$ cat src/ecd_pkg.sv
// shared constants and types for the 8-bit instruction decoder
package ecd_pkg;

  // ----------------------------------------------------------------
  // widths and register codes
  // ----------------------------------------------------------------
  localparam int DW  = 8;   // data word
  localparam int AW  = 14;  // program address
  localparam int HW  = 6;   // used bits of the high address byte
  localparam int RFN = 7;   // accumulator plus six index registers
  localparam logic [2:0] RF_ACC = 3'h0;
  localparam logic [2:0] RF_HI  = 3'h5;
  localparam logic [2:0] RF_LO  = 3'h6;
  localparam logic [2:0] RF_MEM = 3'h7;

  // ----------------------------------------------------------------
  // condition select and operation codes
  // ----------------------------------------------------------------
  localparam logic [1:0] COND_CARRY  = 2'h0;
  localparam logic [1:0] COND_ZERO   = 2'h1;
  localparam logic [1:0] COND_SIGN   = 2'h2;
  localparam logic [1:0] COND_PARITY = 2'h3;
  localparam logic [2:0] OP_ADD = 3'h0;
  localparam logic [2:0] OP_ADC = 3'h1;
  localparam logic [2:0] OP_SUB = 3'h2;
  localparam logic [2:0] OP_SUB_BORROW = 3'h3;
  localparam logic [2:0] OP_AND = 3'h4;
  localparam logic [2:0] OP_XOR = 3'h5;
  localparam logic [2:0] OP_OR  = 3'h6;
  localparam logic [2:0] OP_COMPARE = 3'h7;
  localparam logic [2:0] ROT_LEFT      = 3'h0;
  localparam logic [2:0] ROT_RIGHT     = 3'h1;
  localparam logic [2:0] ROT_LEFT_CY   = 3'h2;
  localparam logic [2:0] ROT_RIGHT_CY  = 3'h3;

  // ----------------------------------------------------------------
  // register port map
  // ----------------------------------------------------------------
  localparam logic [1:0] REG_CTRL   = 2'h0;
  localparam logic [1:0] REG_STATUS = 2'h1;
  localparam logic [1:0] REG_ACC    = 2'h2;
  localparam logic [1:0] REG_PC_LO  = 2'h3;
  localparam int         CTRL_RUN   = 0;
  localparam logic [DW-1:0] CTRL_RST = 8'h01;

  // ----------------------------------------------------------------
  // least state counts per instruction
  // ----------------------------------------------------------------
  localparam logic [3:0] MIN_STOP     = 4'h4;
  localparam logic [3:0] MIN_NOP      = 4'h4;
  localparam logic [3:0] MIN_REG      = 4'h5;
  localparam logic [3:0] MIN_MEM_RD   = 4'h8;
  localparam logic [3:0] MIN_MEM_WR   = 4'h7;
  localparam logic [3:0] MIN_IMM      = 4'h8;
  localparam logic [3:0] MIN_IMM_MEM  = 4'h9;
  localparam logic [3:0] MIN_JUMP     = 4'hb;
  localparam logic [3:0] MIN_JUMP_NOT = 4'h9;
  localparam logic [3:0] MIN_RET_NOT  = 4'h3;
  localparam logic [3:0] MIN_IN       = 4'h8;
  localparam logic [3:0] MIN_OUT      = 4'h6;

  // ----------------------------------------------------------------
  // types
  // ----------------------------------------------------------------
  typedef enum logic [3:0] {
    ST_FETCH = 4'h0, ST_FWAIT = 4'h1, ST_EXEC = 4'h3, ST_B2 = 4'h2,
    ST_B2W   = 4'h6, ST_B3    = 4'h7, ST_B3W  = 4'h5, ST_MRD = 4'h4,
    ST_MRDW  = 4'hc, ST_MWR   = 4'hd, ST_PAD  = 4'hf, ST_STOP = 4'he
  } ecd_state_t;

  typedef enum logic [1:0] {K_ARITH, K_INC, K_DEC, K_ROT} ecd_kind_t;

  typedef struct packed {
    logic carry;
    logic zero;
    logic sign;
    logic parity;
  } ecd_flags_t;

endpackage : ecd_pkg

$ cat src/ecd_alu.sv
// arithmetic, logic, increment and rotate unit with flag update
`timescale 1ns/1ps
module ecd_alu import ecd_pkg::*; (
  // operation select
  input  ecd_kind_t          kind,
  input  wire logic [2:0]    op,
  // operands
  input  wire logic [DW-1:0] a,
  input  wire logic [DW-1:0] b,
  input  ecd_flags_t         flags_in,
  // results
  output logic [DW-1:0]      result,
  output ecd_flags_t         flags_out,
  output logic               write_back
);

  // ----------------------------------------------------------------
  // combinational datapath
  // ----------------------------------------------------------------
  always_comb begin
    logic [DW:0] wide;
    wide       = '0;
    result     = a;
    write_back = 1'b1;
    flags_out  = flags_in;
    case (kind)
      K_ARITH: begin
        case (op)
          OP_ADD: wide = {1'b0, a} + {1'b0, b};
          OP_ADC: wide = {1'b0, a} + {1'b0, b} + {8'h00, flags_in.carry};
          // a borrow shows in the ninth bit
          OP_SUB: wide = {1'b0, a} - {1'b0, b};
          OP_SUB_BORROW: wide = {1'b0, a} - {1'b0, b} - {8'h00, flags_in.carry};
          OP_AND: wide = {1'b0, a & b};
          OP_XOR: wide = {1'b0, a ^ b};
          OP_OR:  wide = {1'b0, a | b};
          default: begin
            // compare: flags only
            wide       = {1'b0, a} - {1'b0, b};
            write_back = 1'b0;
          end
        endcase
        result          = wide[DW-1:0];
        flags_out.carry = wide[DW];
      end
      K_INC: begin
        result = a + 8'h01;
      end
      K_DEC: begin
        result = a - 8'h01;
      end
      default: begin
        case (op)
          ROT_LEFT: begin
            result          = {a[DW-2:0], a[DW-1]};
            flags_out.carry = a[DW-1];
          end
          ROT_RIGHT: begin
            result          = {a[0], a[DW-1:1]};
            flags_out.carry = a[0];
          end
          ROT_LEFT_CY: begin
            result          = {a[DW-2:0], flags_in.carry};
            flags_out.carry = a[DW-1];
          end
          default: begin
            result          = {flags_in.carry, a[DW-1:1]};
            flags_out.carry = a[0];
          end
        endcase
      end
    endcase
    // zero, sign and even parity of the result
    if (kind != K_ROT) begin
      flags_out.zero   = (result == '0);
      flags_out.sign   = result[DW-1];
      flags_out.parity = ~^result;
    end
  end

endmodule : ecd_alu

$ cat src/ecd_stack.sv
// circular return address stack
`timescale 1ns/1ps
module ecd_stack import ecd_pkg::*; #(
  parameter int DEPTH = 8
) (
  // clock and reset
  input  wire logic          clk,
  input  wire logic          reset_n,
  // stack control
  input  wire logic          push,
  input  wire logic          pop,
  input  wire logic [AW-1:0] push_addr,
  output logic [AW-1:0]      top_addr
);

  localparam int PW = $clog2(DEPTH);

  typedef struct packed {
    logic [PW-1:0]              ptr;
    logic [DEPTH-1:0][AW-1:0]   mem;
  } ecd_stack_t;

  ecd_stack_t s_q;
  ecd_stack_t s_d;

  // ----------------------------------------------------------------
  // push writes at the pointer, pop steps back; overflow wraps
  // ----------------------------------------------------------------
  always_comb begin
    s_d = s_q;
    if (push) begin
      s_d.mem[s_q.ptr] = push_addr;
      s_d.ptr          = s_q.ptr + 1'b1;
    end else if (pop) begin
      s_d.ptr = s_q.ptr - 1'b1;
    end
  end

  always_ff @(posedge clk or negedge reset_n) begin
    if (!reset_n) begin
      s_q <= '0;
    end else begin
      s_q <= s_d;
    end
  end

  assign top_addr = s_q.mem[PW'(s_q.ptr - 1'b1)];

endmodule : ecd_stack

$ cat src/ecd_decoder.sv
// instruction fetch, decode and execute core for the 8-bit processor
//
// Chosen here: strobed register access and the register offsets.
`timescale 1ns/1ps
module ecd_decoder import ecd_pkg::*; #(
  parameter int STACK_DEPTH = 8
) (
  // clock and reset
  input  wire logic          clk,
  input  wire logic          reset_n,
  // program and data memory
  output logic [AW-1:0]      mem_addr,
  output logic               mem_rd,
  output logic               mem_wr,
  output logic [DW-1:0]      mem_wdata,
  input  wire logic [DW-1:0] mem_rdata,
  // input ports
  output logic [2:0]         in_port,
  output logic               in_rd,
  input  wire logic [DW-1:0] in_data,
  // output ports
  output logic [4:0]         out_port,
  output logic               out_wr,
  output logic [DW-1:0]      out_data,
  // wake from the stopped state
  input  wire logic          intr_req,
  // register port
  input  wire logic [1:0]    reg_addr,
  input  wire logic [DW-1:0] reg_wdata,
  input  wire logic          reg_wr,
  input  wire logic          reg_rd,
  output logic [DW-1:0]      reg_rdata,
  // status
  output logic               halted
);

  typedef struct packed {
    ecd_state_t              st;
    logic [AW-1:0]           pc;
    logic [DW-1:0]           ir;
    logic [DW-1:0]           b2;
    logic [DW-1:0]           wdata;
    logic [DW-1:0]           ctrl;
    logic [DW-1:0]           rdata;
    logic [DW-1:0]           odata;
    logic [4:0]              oport;
    logic                    owr;
    logic [RFN-1:0][DW-1:0]  rf;
    ecd_flags_t              fl;
    logic [3:0]              cnt;
    logic [3:0]              min;
    logic                    stop;
  } ecd_core_t;

  ecd_core_t      s_q;
  ecd_core_t      s_d;
  ecd_kind_t      kind;
  logic [DW-1:0]  alu_a;
  logic [DW-1:0]  alu_b;
  logic [DW-1:0]  alu_res;
  ecd_flags_t     alu_fl;
  logic           alu_wb;
  logic           push;
  logic           pop;
  logic [AW-1:0]  top_addr;
  logic           cond_flag;
  logic           taken;
  logic [1:0]     cls;
  logic [2:0]     dfield;
  logic [2:0]     sfield;
  logic [AW-1:0]  target;
  logic           is_input;

  // ----------------------------------------------------------------
  // helpers
  // ----------------------------------------------------------------
  // codes 000..110 address the register file
  function automatic logic [DW-1:0] rd_reg(input logic [RFN-1:0][DW-1:0] rf,
                                           input logic [2:0] idx);
    rd_reg = (idx == RF_MEM) ? '0 : rf[idx];
  endfunction : rd_reg

  // least state count decided from the opcode alone
  function automatic logic [3:0] min_for(input logic [DW-1:0] op);
    min_for = MIN_NOP;
    case (op[7:6])
      2'b11: begin
        if (op == 8'hff) min_for = MIN_STOP;
        else if (op[2:0] == RF_MEM) min_for = MIN_MEM_RD;
        else if (op[5:3] == RF_MEM) min_for = MIN_MEM_WR;
        else min_for = MIN_REG;
      end
      2'b10: begin
        min_for = (op[2:0] == RF_MEM) ? MIN_MEM_RD : MIN_REG;
      end
      2'b01: begin
        if (op[0]) min_for = (op[5:4] == 2'b00) ? MIN_IN : MIN_OUT;
        else min_for = MIN_JUMP;
      end
      default: begin
        case (op[2:0])
          3'b000, 3'b001: min_for = (op[5:3] == RF_ACC) ? MIN_STOP : MIN_REG;
          3'b100: min_for = MIN_IMM;
          3'b110: min_for = (op[5:3] == RF_MEM) ? MIN_IMM_MEM : MIN_IMM;
          default: min_for = MIN_REG;
        endcase
      end
    endcase
  endfunction : min_for

  // ----------------------------------------------------------------
  // opcode fields and condition test
  // ----------------------------------------------------------------
  assign cls    = s_q.ir[7:6];
  assign dfield = s_q.ir[5:3];
  assign sfield = s_q.ir[2:0];
  // top two bits of the third byte dropped
  assign target = {mem_rdata[HW-1:0], s_q.b2};

  always_comb begin
    case (s_q.ir[4:3])
      COND_CARRY: cond_flag = s_q.fl.carry;
      COND_ZERO:  cond_flag = s_q.fl.zero;
      COND_SIGN:  cond_flag = s_q.fl.sign;
      default:    cond_flag = s_q.fl.parity;
    endcase
  end

  // bit 5 picks true or false sense
  assign taken = s_q.ir[5] ? cond_flag : !cond_flag;

  // ----------------------------------------------------------------
  // ALU operand selection
  // ----------------------------------------------------------------
  always_comb begin
    kind = K_ARITH;
    if (cls == 2'b00) begin
      case (sfield)
        3'b000:  kind = K_INC;
        3'b001:  kind = K_DEC;
        3'b010:  kind = K_ROT;
        default: kind = K_ARITH;
      endcase
    end
  end

  // increment and decrement work on the named register
  assign alu_a = (kind == K_INC || kind == K_DEC) ? rd_reg(s_q.rf, dfield) : s_q.rf[RF_ACC];
  // immediate and memory operands come straight off the bus
  assign alu_b = (s_q.st == ST_B2W || s_q.st == ST_MRDW) ? mem_rdata : rd_reg(s_q.rf, sfield);

  ecd_alu u_alu (
    .kind       (kind),
    .op         (dfield),
    .a          (alu_a),
    .b          (alu_b),
    .flags_in   (s_q.fl),
    .result     (alu_res),
    .flags_out  (alu_fl),
    .write_back (alu_wb)
  );

  ecd_stack #(
    .DEPTH (STACK_DEPTH)
  ) u_stack (
    .clk       (clk),
    .reset_n   (reset_n),
    .push      (push),
    .pop       (pop),
    .push_addr (s_q.pc),
    .top_addr  (top_addr)
  );

  // port read happens in the execute cycle
  assign is_input = (cls == 2'b01) && s_q.ir[0] && (s_q.ir[5:4] == 2'b00);

  // ----------------------------------------------------------------
  // next state
  // ----------------------------------------------------------------
  always_comb begin
    s_d     = s_q;
    push    = 1'b0;
    pop     = 1'b0;
    s_d.owr = 1'b0;
    s_d.cnt = (s_q.cnt == 4'hf) ? s_q.cnt : s_q.cnt + 4'h1;

    // register port write and one-cycle read answer
    if (reg_wr && reg_addr == REG_CTRL) begin
      s_d.ctrl = reg_wdata;
    end
    s_d.rdata = '0;
    if (reg_rd) begin
      if (reg_addr == REG_CTRL) s_d.rdata = s_q.ctrl;
      else if (reg_addr == REG_STATUS) s_d.rdata = {3'h0, s_q.st == ST_STOP, s_q.fl};
      else if (reg_addr == REG_ACC) s_d.rdata = s_q.rf[RF_ACC];
      else s_d.rdata = s_q.pc[DW-1:0];
    end

    case (s_q.st)
      ST_FETCH: begin
        s_d.cnt = 4'h1;
        s_d.pc  = s_q.pc + 14'h1;
        s_d.st  = ST_FWAIT;
      end
      ST_FWAIT: begin
        s_d.ir  = mem_rdata;
        s_d.min = min_for(mem_rdata);
        s_d.st  = ST_EXEC;
      end
      ST_EXEC: begin
        s_d.st = ST_PAD;
        case (cls)
          2'b11: begin
            if (s_q.ir == 8'hff) begin
              s_d.stop = 1'b1;
            end else if (sfield == RF_MEM) begin
              s_d.st = ST_MRD;
            end else if (dfield == RF_MEM) begin
              s_d.wdata = rd_reg(s_q.rf, sfield);
              s_d.st    = ST_MWR;
            end else begin
              s_d.rf[dfield] = rd_reg(s_q.rf, sfield);
            end
          end
          2'b10: begin
            if (sfield == RF_MEM) begin
              s_d.st = ST_MRD;
            end else begin
              if (alu_wb) s_d.rf[RF_ACC] = alu_res;
              s_d.fl = alu_fl;
            end
          end
          2'b01: begin
            if (!s_q.ir[0]) begin
              s_d.st = ST_B2;
            end else if (is_input) begin
              s_d.rf[RF_ACC] = in_data;
            end else begin
              // accumulator to the five-bit port number
              s_d.oport = s_q.ir[5:1];
              s_d.odata = s_q.rf[RF_ACC];
              s_d.owr   = 1'b1;
            end
          end
          default: begin
            case (sfield)
              3'b000, 3'b001: begin
                if (dfield == RF_ACC) begin
                  s_d.stop = 1'b1;
                end else if (dfield != RF_MEM) begin
                  s_d.rf[dfield] = alu_res;
                  s_d.fl         = alu_fl;
                end
              end
              3'b010: begin
                // only the four rotate codes act
                // the other four codes fall through as no-ops
                if (!s_q.ir[5]) begin
                  s_d.rf[RF_ACC] = alu_res;
                  s_d.fl         = alu_fl;
                end
              end
              3'b011: begin
                if (taken) begin
                  s_d.pc = top_addr;
                  pop    = 1'b1;
                end else begin
                  s_d.min = MIN_RET_NOT;
                end
              end
              3'b101: begin
                push   = 1'b1;
                s_d.pc = AW'({dfield, 3'b000});
              end
              3'b111: begin
                s_d.pc = top_addr;
                pop    = 1'b1;
              end
              default: begin
                s_d.st = ST_B2;
              end
            endcase
          end
        endcase
      end
      ST_B2: begin
        s_d.pc = s_q.pc + 14'h1;
        s_d.st = ST_B2W;
      end
      ST_B2W: begin
        s_d.b2 = mem_rdata;
        s_d.st = ST_PAD;
        if (cls == 2'b01) begin
          s_d.st = ST_B3;
        end else if (sfield == 3'b110) begin
          // immediate load, memory when the destination is 111
          if (dfield == RF_MEM) begin
            s_d.wdata = mem_rdata;
            s_d.st    = ST_MWR;
          end else begin
            s_d.rf[dfield] = mem_rdata;
          end
        end else begin
          // immediate forms of the ALU group
          if (alu_wb) s_d.rf[RF_ACC] = alu_res;
          s_d.fl = alu_fl;
        end
      end
      ST_B3: begin
        s_d.pc = s_q.pc + 14'h1;
        s_d.st = ST_B3W;
      end
      ST_B3W: begin
        s_d.st = ST_PAD;
        if (s_q.ir[2] || taken) begin
          push   = s_q.ir[1];
          s_d.pc = target;
        end else begin
          s_d.min = MIN_JUMP_NOT;
        end
      end
      ST_MRD: begin
        s_d.st = ST_MRDW;
      end
      ST_MRDW: begin
        s_d.st = ST_PAD;
        if (cls == 2'b11) begin
          s_d.rf[dfield] = mem_rdata;
        end else begin
          if (alu_wb) s_d.rf[RF_ACC] = alu_res;
          s_d.fl = alu_fl;
        end
      end
      ST_MWR: begin
        s_d.st = ST_PAD;
      end
      ST_PAD: begin
        // hold until the least state count has run out
        if (s_q.cnt >= s_q.min - 4'h1) begin
          if (s_q.stop) s_d.st = ST_STOP;
          else if (s_q.ctrl[CTRL_RUN]) s_d.st = ST_FETCH;
        end
      end
      ST_STOP: begin
        if (intr_req) begin
          s_d.stop = 1'b0;
          s_d.st   = ST_FETCH;
        end
      end
      default: begin
        s_d.st = ST_FETCH;
      end
    endcase
  end

  // ----------------------------------------------------------------
  // state register
  // ----------------------------------------------------------------
  always_ff @(posedge clk or negedge reset_n) begin
    if (!reset_n) begin
      s_q      <= '0;
      s_q.ctrl <= CTRL_RST;
    end else begin
      s_q <= s_d;
    end
  end

  // ----------------------------------------------------------------
  // outputs
  // ----------------------------------------------------------------
  // memory operand at H:L
  assign mem_addr  = (s_q.st == ST_MRD || s_q.st == ST_MWR) ?
                     {s_q.rf[RF_HI][HW-1:0], s_q.rf[RF_LO]} : s_q.pc;
  assign mem_rd    = (s_q.st == ST_FETCH) || (s_q.st == ST_B2) ||
                     (s_q.st == ST_B3) || (s_q.st == ST_MRD);
  assign mem_wr    = (s_q.st == ST_MWR);
  assign mem_wdata = s_q.wdata;
  assign in_port   = s_q.ir[3:1];
  assign in_rd     = (s_q.st == ST_EXEC) && is_input;
  assign out_port  = s_q.oport;
  assign out_wr    = s_q.owr;
  assign out_data  = s_q.odata;
  assign reg_rdata = s_q.rdata;
  assign halted    = (s_q.st == ST_STOP);

endmodule : ecd_decoder

$ cat config.mk
export PLATFORM = sky130hd
export DESIGN_NAME = ecd_decoder
export DESIGN_NICKNAME = d
export VERILOG_FILES = /design/src/ecd_pkg.sv /design/src/ecd_alu.sv /design/src/ecd_stack.sv /design/src/ecd_decoder.sv
export SDC_FILE = /design/constraint.sdc
export NUM_CORES = 1
export LEC_CHECK = 0
export ABC_AREA = 0
export BUFFER_PORTS_ARGS = -buffer_cell sky130_fd_sc_hd__buf_2
export CAP_MARGIN = 20
export CORE_ASPECT_RATIO = 0.75
export CORE_MARGIN = 4
export CORE_UTILIZATION = 35
export DETAILED_ROUTE_END_ITERATION = 12
export HOLD_SLACK_MARGIN = 0.08
export SLEW_MARGIN = 40
export SYNTH_ARGS = -nofsm -noshare
export SYNTH_HDL_FRONTEND = slang
export SYNTH_SLANG_ARGS = --single-unit
export TNS_END_PERCENT = 50
$ cat constraint.sdc
create_clock -name clk -period 8.8 [get_ports clk]
set_input_delay 2.64 -clock clk [delete_from_list [all_inputs] [get_ports clk]]
set_output_delay 2.64 -clock clk [all_outputs]
set_load 0.02 [all_outputs]
Word-level counts from Yosys, hierarchy flattened. Cells that the tools add are included.

Register bits after elaboration: 256. Word-level logic and storage cells: 322. Output and inout bits: 51. Bits of input ports: 31.

Reduce and logical (&&, ||, !) cells: 53. Magnitude comparators: 7. Mux-type cells: 124. Bitwise gates (word level): 4. Add/sub/neg operators: 11. Equality and inequality tests: 90.

Operators by type and width (number): two-way mux 56 bit (4); two-way mux 8 bit (23); two-way mux 60 bit (3); case mux 60 bit (3 select lines) (1); bitwise mux 56 bit (3); two-way mux 48 bit (3); bitwise mux 112 bit (1); case mux 48 bit (2 select lines) (1); two-way mux 4 bit (23); two-way mux 14 bit (6); case mux 14 bit (3 select lines) (2); case mux 8 bit (3 select lines) (3); case mux 9 bit (6 select lines) (1); binary-select mux 8 bit (select 3 bit) (2); case mux 4 bit (3 select lines) (4); binary-select mux 14 bit (select 3 bit) (1); demux 14 bit (select 3 bit) (1); != test 3 bit, second input constant (14); case mux 4 bit (10 select lines) (1); != test 2 bit, second input constant (18); equality test 3 bit, second input constant (11); demux 8 bit (select 3 bit) (1); two-way mux 12 bit (2); case mux 12 bit (2 select lines) (1); other kinds (65) (159).

Logic depth before layout (Yosys ltp). Gate-level depths: netlist of the first run.

Word-level depth: 18. Mapped depth: 25. Mapped depth without buffers: 23.

Modules after synthesis. A second synthesis of the first run with hierarchy kept.

Cells, all modules: 1764. Area total of the unflattened synthesis: 17550.6 µm².

By module, submodules not included: ecd_decoder (seq. area each 3529.6 µm², instances 1, area each 9509.1 µm², cells an instance 978); ecd_stack (seq. area each 2877.8 µm², instances 1, area each 5412.7 µm², cells an instance 408); ecd_alu (seq. area each 0.0 µm², instances 1, area each 2628.8 µm², cells an instance 378).

Least setup slack after synthesis of the first run. No wires, ideal clock.

Path kind: input to register. Start point: input mem_rdata[0]. End point: register s_q[9] in the netlist's numbering. Path buffers: 2. Cell stages on the path: 17. Path slack: 2652 ps. Data required time: 8675 ps. Setup time: 125 ps. Data arrival time: 6023 ps. Cells stage by stage: clkbuf_1 > a21o_1 > ha_1 > inv_1 > fa_1 > buf_4 > nand2b_1 > nand3b_1 > o32a_1 > a2111oi_4 > mux2i_1 > a41oi_2 > o21ai_2 > ha_1 > xnor2_1 > xnor2_1 > mux2_2.

Longest elaborated chain between the ends: 13. Elaborated cells on any way between the ends: 23. Those cells by class: add/sub (4); mux (15); bitwise (3); reduce/logical (1).

RTL lines: start, declared (line ecd_decoder.sv:16) `input wire logic [DW-1:0] mem_rdata,`; two-way mux 8 bit (*) (line ecd_decoder.sv:150) `assign alu_b = (s_q.st == ST_B2W || s_q.st == ST_MRDW) ? mem_rdata : rd_reg(s_q.rf, sfield);`; subtractor 8 x 8 -> 9 bit or adder 8 x 8 -> 9 bit (tied branches); subtractor 9 x 1 -> 9 bit or adder 9 x 1 -> 9 bit (tied branches) (line ecd_alu.sv:33, ecd_alu.sv:30); case mux 9 bit (6 select lines) (*) (line ecd_alu.sv:28) `case (op)`; two-way mux 9 bit (*) (line ecd_alu.sv:26) `case (kind)`; case mux 8 bit (3 select lines) (*) (line ecd_alu.sv:26); XNOR reduction 8 bit (*) (line ecd_alu.sv:77) `flags_out.parity = ~^result;`; two-way mux 3 bit (*) (line ecd_alu.sv:74) `if (kind != K_ROT) begin`; two-way mux 60 bit (line ecd_decoder.sv:250) `end else if (dfield != RF_MEM) begin`; two-way mux 60 bit (line ecd_decoder.sv:248) `if (dfield == RF_ACC) begin`; case mux 12 bit (2 select lines) (line ecd_decoder.sv:246) `case (sfield)`; case mux 4 bit (2 select lines) (line ecd_decoder.sv:212) `case (cls)`; case mux 60 bit (3 select lines) (*) (line ecd_decoder.sv:199) `case (s_q.st)`; end, declared (line ecd_decoder.sv:55) `ecd_core_t s_q;`.

Every way passes the cells marked *; elsewhere a longest branch is shown, timed or not. The select of a mux whose other input is x is not followed. A chain may end at the register's enable or synchronous reset.

Final worst setup path of the first run.
Start point: register s_q, in the netlist in_port[2]. End point: register s_q[9] in the netlist's numbering.

Longest elaborated chain between the ends: 16. Elaborated cells on any way between the ends: 41. Those cells by class: add/sub (6); eq/ne (10); mux (19); bitwise (3); reduce/logical (3).

RTL lines: binary-select mux 8 bit (select 3 bit) (line ecd_decoder.sv:80) `rd_reg = (idx == RF_MEM) ? '0 : rf[idx];`; two-way mux 8 bit (not written as such) (line ecd_decoder.sv:80); two-way mux 8 bit (line ecd_decoder.sv:80); two-way mux 8 bit (line ecd_decoder.sv:148) `assign alu_a = (kind == K_INC || kind == K_DEC) ? rd_reg(s_q.rf, dfield) : s_q.rf[RF_ACC];`; subtractor 8 x 8 -> 9 bit or adder 8 x 8 -> 9 bit (tied branches); subtractor 9 x 1 -> 9 bit or adder 9 x 1 -> 9 bit (tied branches) (line ecd_alu.sv:33, ecd_alu.sv:30); case mux 9 bit (6 select lines) (line ecd_alu.sv:28); two-way mux 9 bit (line ecd_alu.sv:26); case mux 8 bit (3 select lines) (line ecd_alu.sv:26); XNOR reduction 8 bit (line ecd_alu.sv:77); two-way mux 3 bit (line ecd_alu.sv:74); two-way mux 60 bit (line ecd_decoder.sv:250); two-way mux 60 bit (line ecd_decoder.sv:248); case mux 12 bit (2 select lines) (line ecd_decoder.sv:246); case mux 4 bit (2 select lines) (line ecd_decoder.sv:212); case mux 60 bit (3 select lines) (line ecd_decoder.sv:199).

Several ways; a longest one is shown, not always the timed one. The select of a mux whose other input is x is not followed.

==> impl_results.md, run 1 <==
- Outcome: finished clean
- Multi-input logic area: 10,000 um2
- Post-synthesis adder-cell area fraction: 4.27%
- Max frequency: about 160 MHz
- Via count of the routed design: between 10k and 15k
- Number of global-route vias before repair: ~14k
- Drt wl/cell: ~24 um
- CP Buf/Inv Count: 2
- Final Max Tran Viols: 0
- Final #Nets: around 1.8k
- DRC violations left: 0
- ANT nets after route: 0
- Mux contribution to synthesized area: between 20% and 30%
- Post-synth EDFFs: 0
- Slew @ Worst Pin: around 840 ps
- Synth Area in XOR/XNOR: around 1.4%
- Post-CTS Resized: 0
- CP Launch Type: flip-flop
- Most numerous cell in the Yosys netlist: dfrtp_1
- I/O Pins: approximately 80
- Ys flop type: dfrtp_1
- Initial DRC count: between 1.5k and 2k
- Mapped Area: roughly 18,000 um2
- CTS tree: done
- Synth Net Count: ~1.8k
- Clk pin slew, worst setup/hold paths: roughly 60 ps
- Worst path max stage delay: a little under 700 ps
- Ys Warns: 0
- Max Clock Skew: 9.56 ps
- Setup violators final: 0
- Crit path max-delay cell type: o221ai_1
- Initial antenna violation count: 5
- Synth area leaders: dfrtp_1, mux2_2, mux4_2
- Storage cell area: 6410 um2
- DRT Wirelength: just under 60 mm
- Dpl ws: 2000 ps
- Clk buf depth: 3
- First-pass GRT wire length: a little under 90 mm
- Clk root buf: clkbuf_16
- Post-CTS Setup Inserts: 0
- CP Class: reg2reg
- Input/output buffers: approximately 80
- GRT Total Usage: 21.0%
- Mapped Cells: 1,731
- Relative slew slack: between 40% and 50%
- Hold WS: 482 ps
- Routability-driven placement congestion ratio: approximately 1
- Synth Area in Simple Gates: between 10% and 20%
- Synthesized flop and latch total: roughly 260
- RSZ-0062 raised after global routing: no
- Crit-path cells: buf_4, nand2b_1, o221ai_1, a31oi_2, ha_1, inv_1, fa_1, nand2b_1, a2111oi_0, a211oi_2, a2111oi_4, mux2i_1, a41oi_2, o21ai_2, ha_1, xnor2_1, xnor2_1, mux2_2
- Main combinational cell family by area after synthesis: multiplexers
- Cell taking the most area after synthesis: dfrtp_1
- Worst Path Arrival: 6780 ps
- Largest net degree at the start of global routing: 123
- Die height: approximately 200 um
- Final hold violations: 0
- Starting density of the core: between 30% and 40%
- DR pass1 iterations: 9
- Library cells used by synthesis: 103
- Worst-path maximum fanout: 38
- Async SR Flop Fraction: 100%
- Synth top area share: between 30 and 40%
- Post-route setup slack: roughly 2500 ps
- Compound-Gate Fraction of Synth Area: between 10% and 20%
- Die Wd: 266 um
- Number of max-cap violations: 0
- Setup crit end kind: flip-flop
- Post-synthesis average cell area: about 10 um2
- Std cell rows: 70
- Drt via density: approximately 6
- DP HPWL: between 40 and 50 mm
- Area Overhead vs Synth: 10.2%
- Setup TNS: 0 ps
- Global route total overflow: 0
- Clk_lat worst skew: 560 ps
- CTS Hold Bufs: 0
- Num Clock Sinks: 256
- Post-layout min period: about 6300 ps
- Register area share after synthesis: 36.6%
- Most frequent cells after synthesis: dfrtp_1, mux2_2, nor2_1
- Cts bufs inserted: 28
- Final worst path period share: between 70% and 80%
- CP required: 9240 ps
- Core box area: roughly 50,000 um2
- Share of post-route cells with drive strength above 1: approximately a quarter
- Hold Path Class: reg2reg
- CP delay by family, top: compound AO/OA/AOI/OAI gates
- Fill cells: 4,777
- H-tree Lvls: 1
- Die area: between 50,000 and 60,000 um2
worst paths after layout:
| path | start | to | slack, ps | depth (start not counted) |
|---|---|---|---|---|
| max in group asynchronous | reset_n | dfield[2] | 5340 | 3 |
| min in group asynchronous | reset_n | u_stack.s_q[98] | 2020 | 1 |
| min reg2reg | u_stack.s_q[60] | u_stack.s_q[60] | 480 | 1 |
| max reg2reg | in_port[2] | s_q[9] | 2470 | 18 |
| min | u_stack.s_q[60] | u_stack.s_q[60] | 480 | 1 |
| max | in_port[2] | s_q[9] | 2470 | 18 |
cell type report:
cell class / count / share of cell area, %
Multi-Input combinational cell: 1234 / 51.8
Sequential cell: 256 / 33.2
Tap cell: 648 / 4.20
Clock buffer: 37 / 4.12
Timing Repair Buffer: 122 / 3.91
Inverter: 77 / 1.50
Clock inverter: 15 / 1.21
Antenna cell: 2 / 0.0259
cell families after synthesis:
kind of cell,count (synthesis)
AOI/OAI and AO/OA,412
buffers and inverters,241
xor gates and xnor gates,27
adders and majority gates,58
DFF,256
and+or+nand+nor,445
muxes,292
registers in the layout, summed over array words and instances (netlist names):
register and flops:
u_stack.s_q 115, dfield 2, in_port 3, out_port 5, mem_wdata 8, cls 2, s_q 104, reg_rdata 8
out_data 8, out_wr 1
metrics by stage:
stage	cell area [um2]	cells	utilization (%)
after floorplan	17500	1731	-
after global placement	18200	2333	37.0
after detailed placement	18300	2337	37.2
after CTS	19300	2389	39.2
after global routing	19300	2390	39.3
final	19300	2391	39.3
cells in the final DEF, fill, tap and decap left out, types with 39 or more instances in the layout:
master / Yosys / routed
nand2_1: 114 / 114
a21oi_1: 53 / 52
nor2_1: 125 / 122
inv_1: 76 / 76
buf_4: 50 / 39
buf_2: 23 / 80
mux2i_1: 55 / 55
o21ai_0: 97 / 95
dfrtp_1: 255 / 250
mux2_2: 168 / 168
mux4_2: 47 / 47
ha_1: 55 / 54
layer usage:
metal,track usage [%],routed length [um],up-vias,part of all wire [%]
li1,-,-,6314,-
met1,33.0,27200,7296,47
met2,28.5,23100,726,40
met3,6.58,6830,48,12
met4,3.19,713,2,1.2
met5,0,9,-,0.016
Power of run 1 is not shown: default switching activity piles up to over one toggle a cycle in this logic, so the estimate is an artifact.
==> inputs of run 2 (changes only) <==
- clock period: 8.8 -> 6.23 ns (I/O delays scaled with it)
==> run 2 against run 1 <==
- count of clock-buffer cells in the layout grew 2
- first-iteration DRC count grew 6.4%
- via count grew 1.2%
- die area is the same
- critical path depth grew 2
- routed wire length grew 5.2%
- flip-flop and latch count is the same
- maximum frequency grew 10%
==> impl_results.md, run 2 (synthesis results as in run 1) <==
- Antenna cells: 0 (was 2)
- Max Clock Skew: 17.9 ps (was 9.56 ps)
- DR pass1 iterations: 6 (was 9)
- Share of post-route cells with drive strength above 1: 27.2% (was 25.8%)
- Final #Nets: 1,852 (was 1,808)
- Std cell rows: 70 (unchanged)
- Initial antenna violation count: 1 (was 5)
- Number of global-route vias before repair: 14.3k (was 13.7k)
- GRT Total Usage: 22.3% (was 21.0%)
- Routability-driven placement congestion ratio: 0.966 (was 0.990)
- Max FFs per register: 115 (unchanged)
- R2R cell count: 20 (was 18)
- Hold Crit Start: u_stack.s_q[62] (was u_stack.s_q[60])
- Area Overhead vs Synth: 11.1% (was 10.2%)
- ANT nets after route: 0 (unchanged)
- Drt wl/cell: 25.1 um (was 24.2 um)
- Number of max-cap violations: 0 (unchanged)
- Relative slew slack: 42.7% (was 43.9%)
- Drt via density: 5.99 (was 6.02)
- Setup crit end kind: flip-flop (unchanged)
- Setup violators final: 0 (unchanged)
- R2r setup slk: 470 ps (was 2470 ps)
- Crit-path cells: inv_1, ha_1, nand2b_1, or2_2, ha_1, buf_4, o31ai_1, buf_4, ha_1, or2_1, a2111oi_0, a211oi_2, a2111oi_4, mux2i_1, a41oi_2, o21ai_2, ha_1, xnor2_1, xnor2_1, mux2_2 (was buf_4, nand2b_1, o221ai_1, a31oi_2, ha_1, inv_1, fa_1, nand2b_1, a2111oi_0, a211oi_2, a2111oi_4, mux2i_1, a41oi_2, o21ai_2, ha_1, xnor2_1, xnor2_1, mux2_2)
- Crit-path most repeated cell: ha_1
- DR WL met3: 6.86 mm (was 6.83 mm)
- Worst reg2reg startpoint: cls[0] (was in_port[2])
- Clk pin slew, worst setup/hold paths: 80 ps (was 60 ps)
- Max frequency: 174 MHz (was 158 MHz)
- DP HPWL: 45.3 mm (was 42.4 mm)
- Most frequent cells in the layout: dfrtp_1, mux2_2, nor2_1 (unchanged)
- DRC violations left: 0 (unchanged)
- Input/output buffers: 81 (unchanged)
- Via count of the routed design: 14.6k (was 14.4k)
- Initial DRC count: 1,887 (was 1,773)
- Core box area: 49,100 um2 (unchanged)
- Clk root buf: clkbuf_16 (unchanged)
- Cts bufs inserted: 28 (unchanged)
- Crit path max-delay cell type: a2111oi_0 (was o221ai_1)
- Metal2 WL: 23.4 mm (was 23.1 mm)
- Slew @ Worst Pin: 851 ps (was 841 ps)
- Clk buf depth: 3 (unchanged)
- Die height: 202 um (unchanged)
- Num Clock Sinks: 256 (unchanged)
- DRT Wirelength: 60.9 mm (was 57.9 mm)
- Met1 wire length: 29.5 mm (was 27.2 mm)
- Largest registers: u_stack.s_q: 115 flops, s_q: 104 flops (unchanged)
- Die Wd: 266 um (unchanged)
- CTS Hold Bufs: 0 (unchanged)
- RSZ-0062 raised after global routing: no (unchanged)
- Hold Path Class: reg2reg (unchanged)
- CP delay by family, top: compound AO/OA/AOI/OAI gates (unchanged)
- Final worst path period share: 92.5% (was 72.0%)
- Setup TNS: 0 ps (unchanged)
- CP Buf/Inv Count: 3 (was 2)
- CP Launch Type: flip-flop (unchanged)
- Post-layout min period: 5760 ps (was 6330 ps)
- Global route total overflow: 0 (unchanged)
- Post-CTS Resized: 0 (unchanged)
- Min-Delay Endpoint: u_stack.s_q[62] (was u_stack.s_q[60])
- R2r endpoint: s_q[9] (unchanged)
- Outcome: finished clean (unchanged)
- Largest net degree at the start of global routing: 64 (was 123)
- Hold path depth: 1 (unchanged)
- First-pass GRT wire length: 92.5 mm (was 87.7 mm)
- CTS tree: done (unchanged)
- Worst path max stage delay: 480 ps (was 680 ps)
- CP Class: reg2reg (unchanged)
- Worst-path maximum fanout: 11 (was 38)
- Commonest non-fill, non-tap cell in the layout: dfrtp_1 (unchanged)
- I/O Pins: 82 (unchanged)
- Post-CTS Setup Inserts: 0 (unchanged)
- Worst Path Arrival: 6230 ps (was 6780 ps)
- Final hold violations: 0 (unchanged)
- H-tree Lvls: 1 (unchanged)
- Starting density of the core: 35.7% (unchanged)
- Clk_lat worst skew: 580 ps (was 560 ps)
- Max Used Layer: met5 (unchanged)
- Die area: 53,700 um2 (unchanged)
- CP required: 6700 ps (was 9240 ps)
- Final Max Tran Viols: 0 (unchanged)
- Biggest register: u_stack.s_q (unchanged)
==> run 2: area by class of cell <==
type,count,area [um2]
Multi-Input combinational cell,1234,10000
Clock inverter,9,90.1
Fill cell,4821,29700
Tap cell,648,811
Inverter,77,289
Timing Repair Buffer,166,1080
Clock buffer,39,772
Sequential cell,256,6410
==> run 2: stage by stage <==
stage	hold WS [ps]	instances	area [um2]	util (%)	setup slack, ps
after global placement	461	2377	18500	37.6	402
after floorplan	442	1731	17500	-	471
after detailed placement	470	2381	18600	37.8	318
after CTS	484	2429	19400	39.6	551
after global routing	499	2429	19500	39.6	104
final	480	2429	19500	39.6	470
==> run 2: worst register-to-register path: stages (launching register included) <==
cell,delay [ps]
dfrtp_1,400
inv_1,140
ha_1,190
nand2b_1,80
or2_2,300
ha_1,420
buf_4,220
o31ai_1,290
buf_4,210
ha_1,370
or2_1,310
a2111oi_0,480
a211oi_2,180
a2111oi_4,360
mux2i_1,420
a41oi_2,240
o21ai_2,210
ha_1,270
xnor2_1,190
xnor2_1,100
mux2_2,270
==> run 2: layer usage <==
metal / track usage, % / vias up
met5: 0 / -
met4: 4.13 / 2
met3: 6.05 / 92
met2: 29.4 / 743
met1: 36.0 / 7311
li1: - / 6411
==> run 2: how the worst max path moves through the flow <==
stage | from | endpoint | depth (start not counted) | slack (ps)
after global routing | cls[0] | s_q[9] | 24 | 100
after CTS | cls[0] | s_q[9] | 21 | 550
after global placement | mem_rdata[1] | s_q[9] | 15 | 400
after floorplan | in_port[0] | s_q[9] | 20 | 470
final | cls[0] | s_q[9] | 20 | 470
after detailed placement | mem_rdata[1] | s_q[9] | 15 | 320
Power of run 2 is left out for the same reason.
==> inputs of run 3 (changes only) <==
- SYNTH_HIERARCHICAL: not set -> 1
==> run 3 against run 2 <==
- maximum frequency is 0.47% lower
- area after synthesis is 0.19% higher
- critical path depth is 1 lower
- global-route usage hardly changed
- hold slack better by 1.5 ps
==> impl_results.md, run 3 <==
- Outcome: finished clean (unchanged)
- First-pass GRT wire length: 93.1 mm (was 92.5 mm)
- H-tree Lvls: 1 (unchanged)
- CTS tree: done (unchanged)
- Drt via density: 6.09 (was 5.99)
- RSZ-0062 raised after global routing: no (unchanged)
- Async SR Flop Fraction: 100% (unchanged)
- Clk_lat worst skew: 580 ps (about the same)
- Synth Net Count: 1,853 (was 1,820)
- I/O Pins: 82 (unchanged)
- Most frequent cells in the layout: dfrtp_1, mux2_2, nand2_1 (was dfrtp_1, mux2_2, nor2_1)
- Max Clock Skew: 25.7 ps (was 17.9 ps)
- Starting density of the core: 35.7% (about the same)
- Post-synth EDFFs: 0 (unchanged)
- Share of post-route cells with drive strength above 1: 26.2% (was 27.2%)
- Worst-path maximum fanout: 7 (was 11)
- Most frequent cells after synthesis: dfrtp_1, mux2_2, nand2_1 (was dfrtp_1, mux2_2, nor2_1)
- Final #Nets: 1,877 (was 1,852)
- CP required: 6670 ps (was 6700 ps)
- CP Class: reg2reg (unchanged)
- ANT nets after route: 0 (unchanged)
- Commonest non-fill, non-tap cell in the layout: dfrtp_1 (unchanged)
- Initial antenna violation count: 1 (unchanged)
- Slew @ Worst Pin: 890 ps (was 851 ps)
- R2r setup slk: 440 ps (was 470 ps)
- Register area share after synthesis: 36.5% (was 36.6%)
- Max frequency: 173 MHz (was 174 MHz)
- Placement Cell Area: 18,700 um2 (was 18,600 um2)
- Drt wl/cell: 25.1 um (about the same)
- Number of max-cap violations: 0 (unchanged)
- Biggest register: u_stack/s_q (was u_stack.s_q)
- CP Launch Type: flip-flop (unchanged)
- Die height: 202 um (about the same)
- Placed Cells: 2,403 (was 2,381)
- Library cells used by synthesis: 96 (was 103)
- Ys Warns: 6 (was 0)
- DR pass1 iterations: 5 (was 6)
- Final hold violations: 0 (unchanged)
- Hold Path Class: reg2reg (unchanged)
- GRT Total Usage: 22.3% (about the same)
- R2r endpoint: s_q[20] (was s_q[9])
- R2R cell count: 19 (was 20)
- Mapped Cells: 1,764 (was 1,731)
- Synth top area share: 36.4% (about the same)
- Std cell rows: 70 (unchanged)
- Max FFs per register: 115 (unchanged)
- Min-Delay Endpoint: s_q[113] (was u_stack.s_q[62])
- Input/output buffers: 81 (unchanged)
- Clk buf depth: 3 (unchanged)
- Largest registers: u_stack/s_q: 115 flops, s_q: 104 flops (was u_stack.s_q: 115 flops, s_q: 104 flops)
- Via count of the routed design: 14.9k (was 14.6k)
- Cts bufs inserted: 29 (was 28)
- DRC violations left: 0 (unchanged)
- Antenna cells: 0 (unchanged)
- Synth area leaders: dfrtp_1, mux2_2, mux2i_1 (was dfrtp_1, mux2_2, mux4_2)
- Global route total overflow: 0 (unchanged)
- Post-synthesis average cell area: 9.95 um2 (was 10.1 um2)
- Die area: 53,800 um2 (was 53,700 um2)
- Initial DRC count: 1,666 (was 1,887)
- Area Overhead vs Synth: 12.1% (was 11.1%)
- Relative slew slack: 40.4% (was 42.7%)
- DRT Wirelength: 61.7 mm (was 60.9 mm)
- Clk root buf: clkbuf_16 (unchanged)
- Setup violators final: 0 (unchanged)
- Most numerous cell in the Yosys netlist: dfrtp_1 (unchanged)
- Fill cells: 4,893 (was 4,821)
- Synthesized flop and latch total: 256 (unchanged)
- Setup TNS: 0 ps (unchanged)
- DP HPWL: 44.8 mm (was 45.3 mm)
- Post-layout min period: 5790 ps (was 5760 ps)
- Non-Filler Instances: 2,456 (was 2,429)
- Cell taking the most area after synthesis: dfrtp_1 (unchanged)
- CTS Hold Bufs: 0 (unchanged)
- Largest net degree at the start of global routing: 102 (was 64)
- Number of global-route vias before repair: 14.4k (was 14.3k)
- Worst reg2reg startpoint: in_port[1] (was cls[0])
- Worst Path Arrival: 6230 ps (about the same)
- Core box area: 49,100 um2 (unchanged)
- Hold WS: 481 ps (was 480 ps)
- Routability-driven placement congestion ratio: 0.954 (was 0.966)
- Final worst path period share: 92.9% (was 92.5%)
- Clk pin slew, worst setup/hold paths: 60 ps (was 80 ps)
- Setup crit end kind: flip-flop (unchanged)
- Num Clock Sinks: 256 (unchanged)
- Design Area, Final: 19,700 um2 (was 19,500 um2)
- Ys flop type: dfrtp_1 (unchanged)
- Hold path depth: 2 (was 1)
- Hold Crit Start: s_q[113] (was u_stack.s_q[62])
- Die Wd: 267 um (was 266 um)
- Mapped Area: 17,600 um2 (was 17,500 um2)
- Final Max Tran Viols: 0 (unchanged)
-- run 3: cell types whose count changed in the layout (fill, tap and decap cells not counted), sizes merged, moves of 21 or more --
cell	previous run	this run
mux2i	55	117
inv	78	57
mux2	190	215
nor2	127	66
o21ai	105	60
mux4	47	10
nand3	28	94
-- run 3: timing repair --
action / CTS / global route
setup endpoints to repair: 0 / 1
gates resized for setup: 0 / 1
buffers inserted: 0 / 0
endpoints found under the hold margin: 0 / 0
-- run 3: worst max-delay path by stage --
stage                  from  endpoint  slack (ps)
2_1_floorplan  mem_rdata[0]    s_q[9]         720
3_3_place_gp   mem_rdata[0]    s_q[9]         510
3_5_place_dp   mem_rdata[0]   s_q[20]         290
4_1_cts            s_q[115]   s_q[19]         530
5_1_grt            s_q[115]   s_q[19]         160
6_report         in_port[1]   s_q[20]         440
-- run 3: area by class of cell --
class | count | area, um2 | share of cell area [%]
sequential | 256 | 6410 | 32.6
clock inverter | 11 | 154 | 0.782
tap | 648 | 811 | 4.12
inverter | 56 | 210 | 1.07
multi-input combinational | 1287 | 10300 | 52.1
timing repair buffer | 158 | 1040 | 5.28
clock buffer | 40 | 797 | 4.05
-- run 3: worst max-delay path, cell delays in order (launching register included) --
cell and delay, ps:
dfrtp_1 410, nor2_1 610, a22oi_1 210, buf_4 210, nand2_1 310, o21ai_0 240, ha_1 310, fa_1 450
nor3_2 300, nor4_1 100, or4_4 580, a211oi_1 240, and3_1 190, o21ai_1 90, a21boi_1 390, mux2i_1 190
o22ai_1 160, a21oi_1 70, o211a_1 170, o41ai_1 410
-- run 3: cells by family (layout without fill, tap and decap cells) --
| family | Yosys count | after routing | synth area share (%) |
|---|---|---|---|
| muxes | 342 | 342 | 21.9 |
| DFF | 256 | 256 | 36.5 |
| AOI/OAI and AO/OA | 388 | 388 | 15.8 |
| adders and majority gates | 58 | 58 | 4.26 |
| xor gates and xnor gates | 35 | 35 | 1.91 |
| buffers and inverters | 221 | 265 | 5.78 |
| and+or+nand+nor | 464 | 464 | 13.8 |
-- run 3: through the flow --
| step | util (%) | worst slack (ps) |
|---|---|---|
| finish | 40.1 | 443 |
| global route | 40.1 | 162 |
| CTS | 40.0 | 526 |
| detailed placement | 38.1 | 287 |
| global placement | 37.9 | 509 |
| floorplan | - | 721 |
-- run 3: layer usage --
layer  wire length, um  GRT usage (%)
met5                 8              0
met4              2090           6.24
met3              5570           5.23
met2             25400           31.8
met1             28600           33.6
Power of run 3 is left out for the same reason.
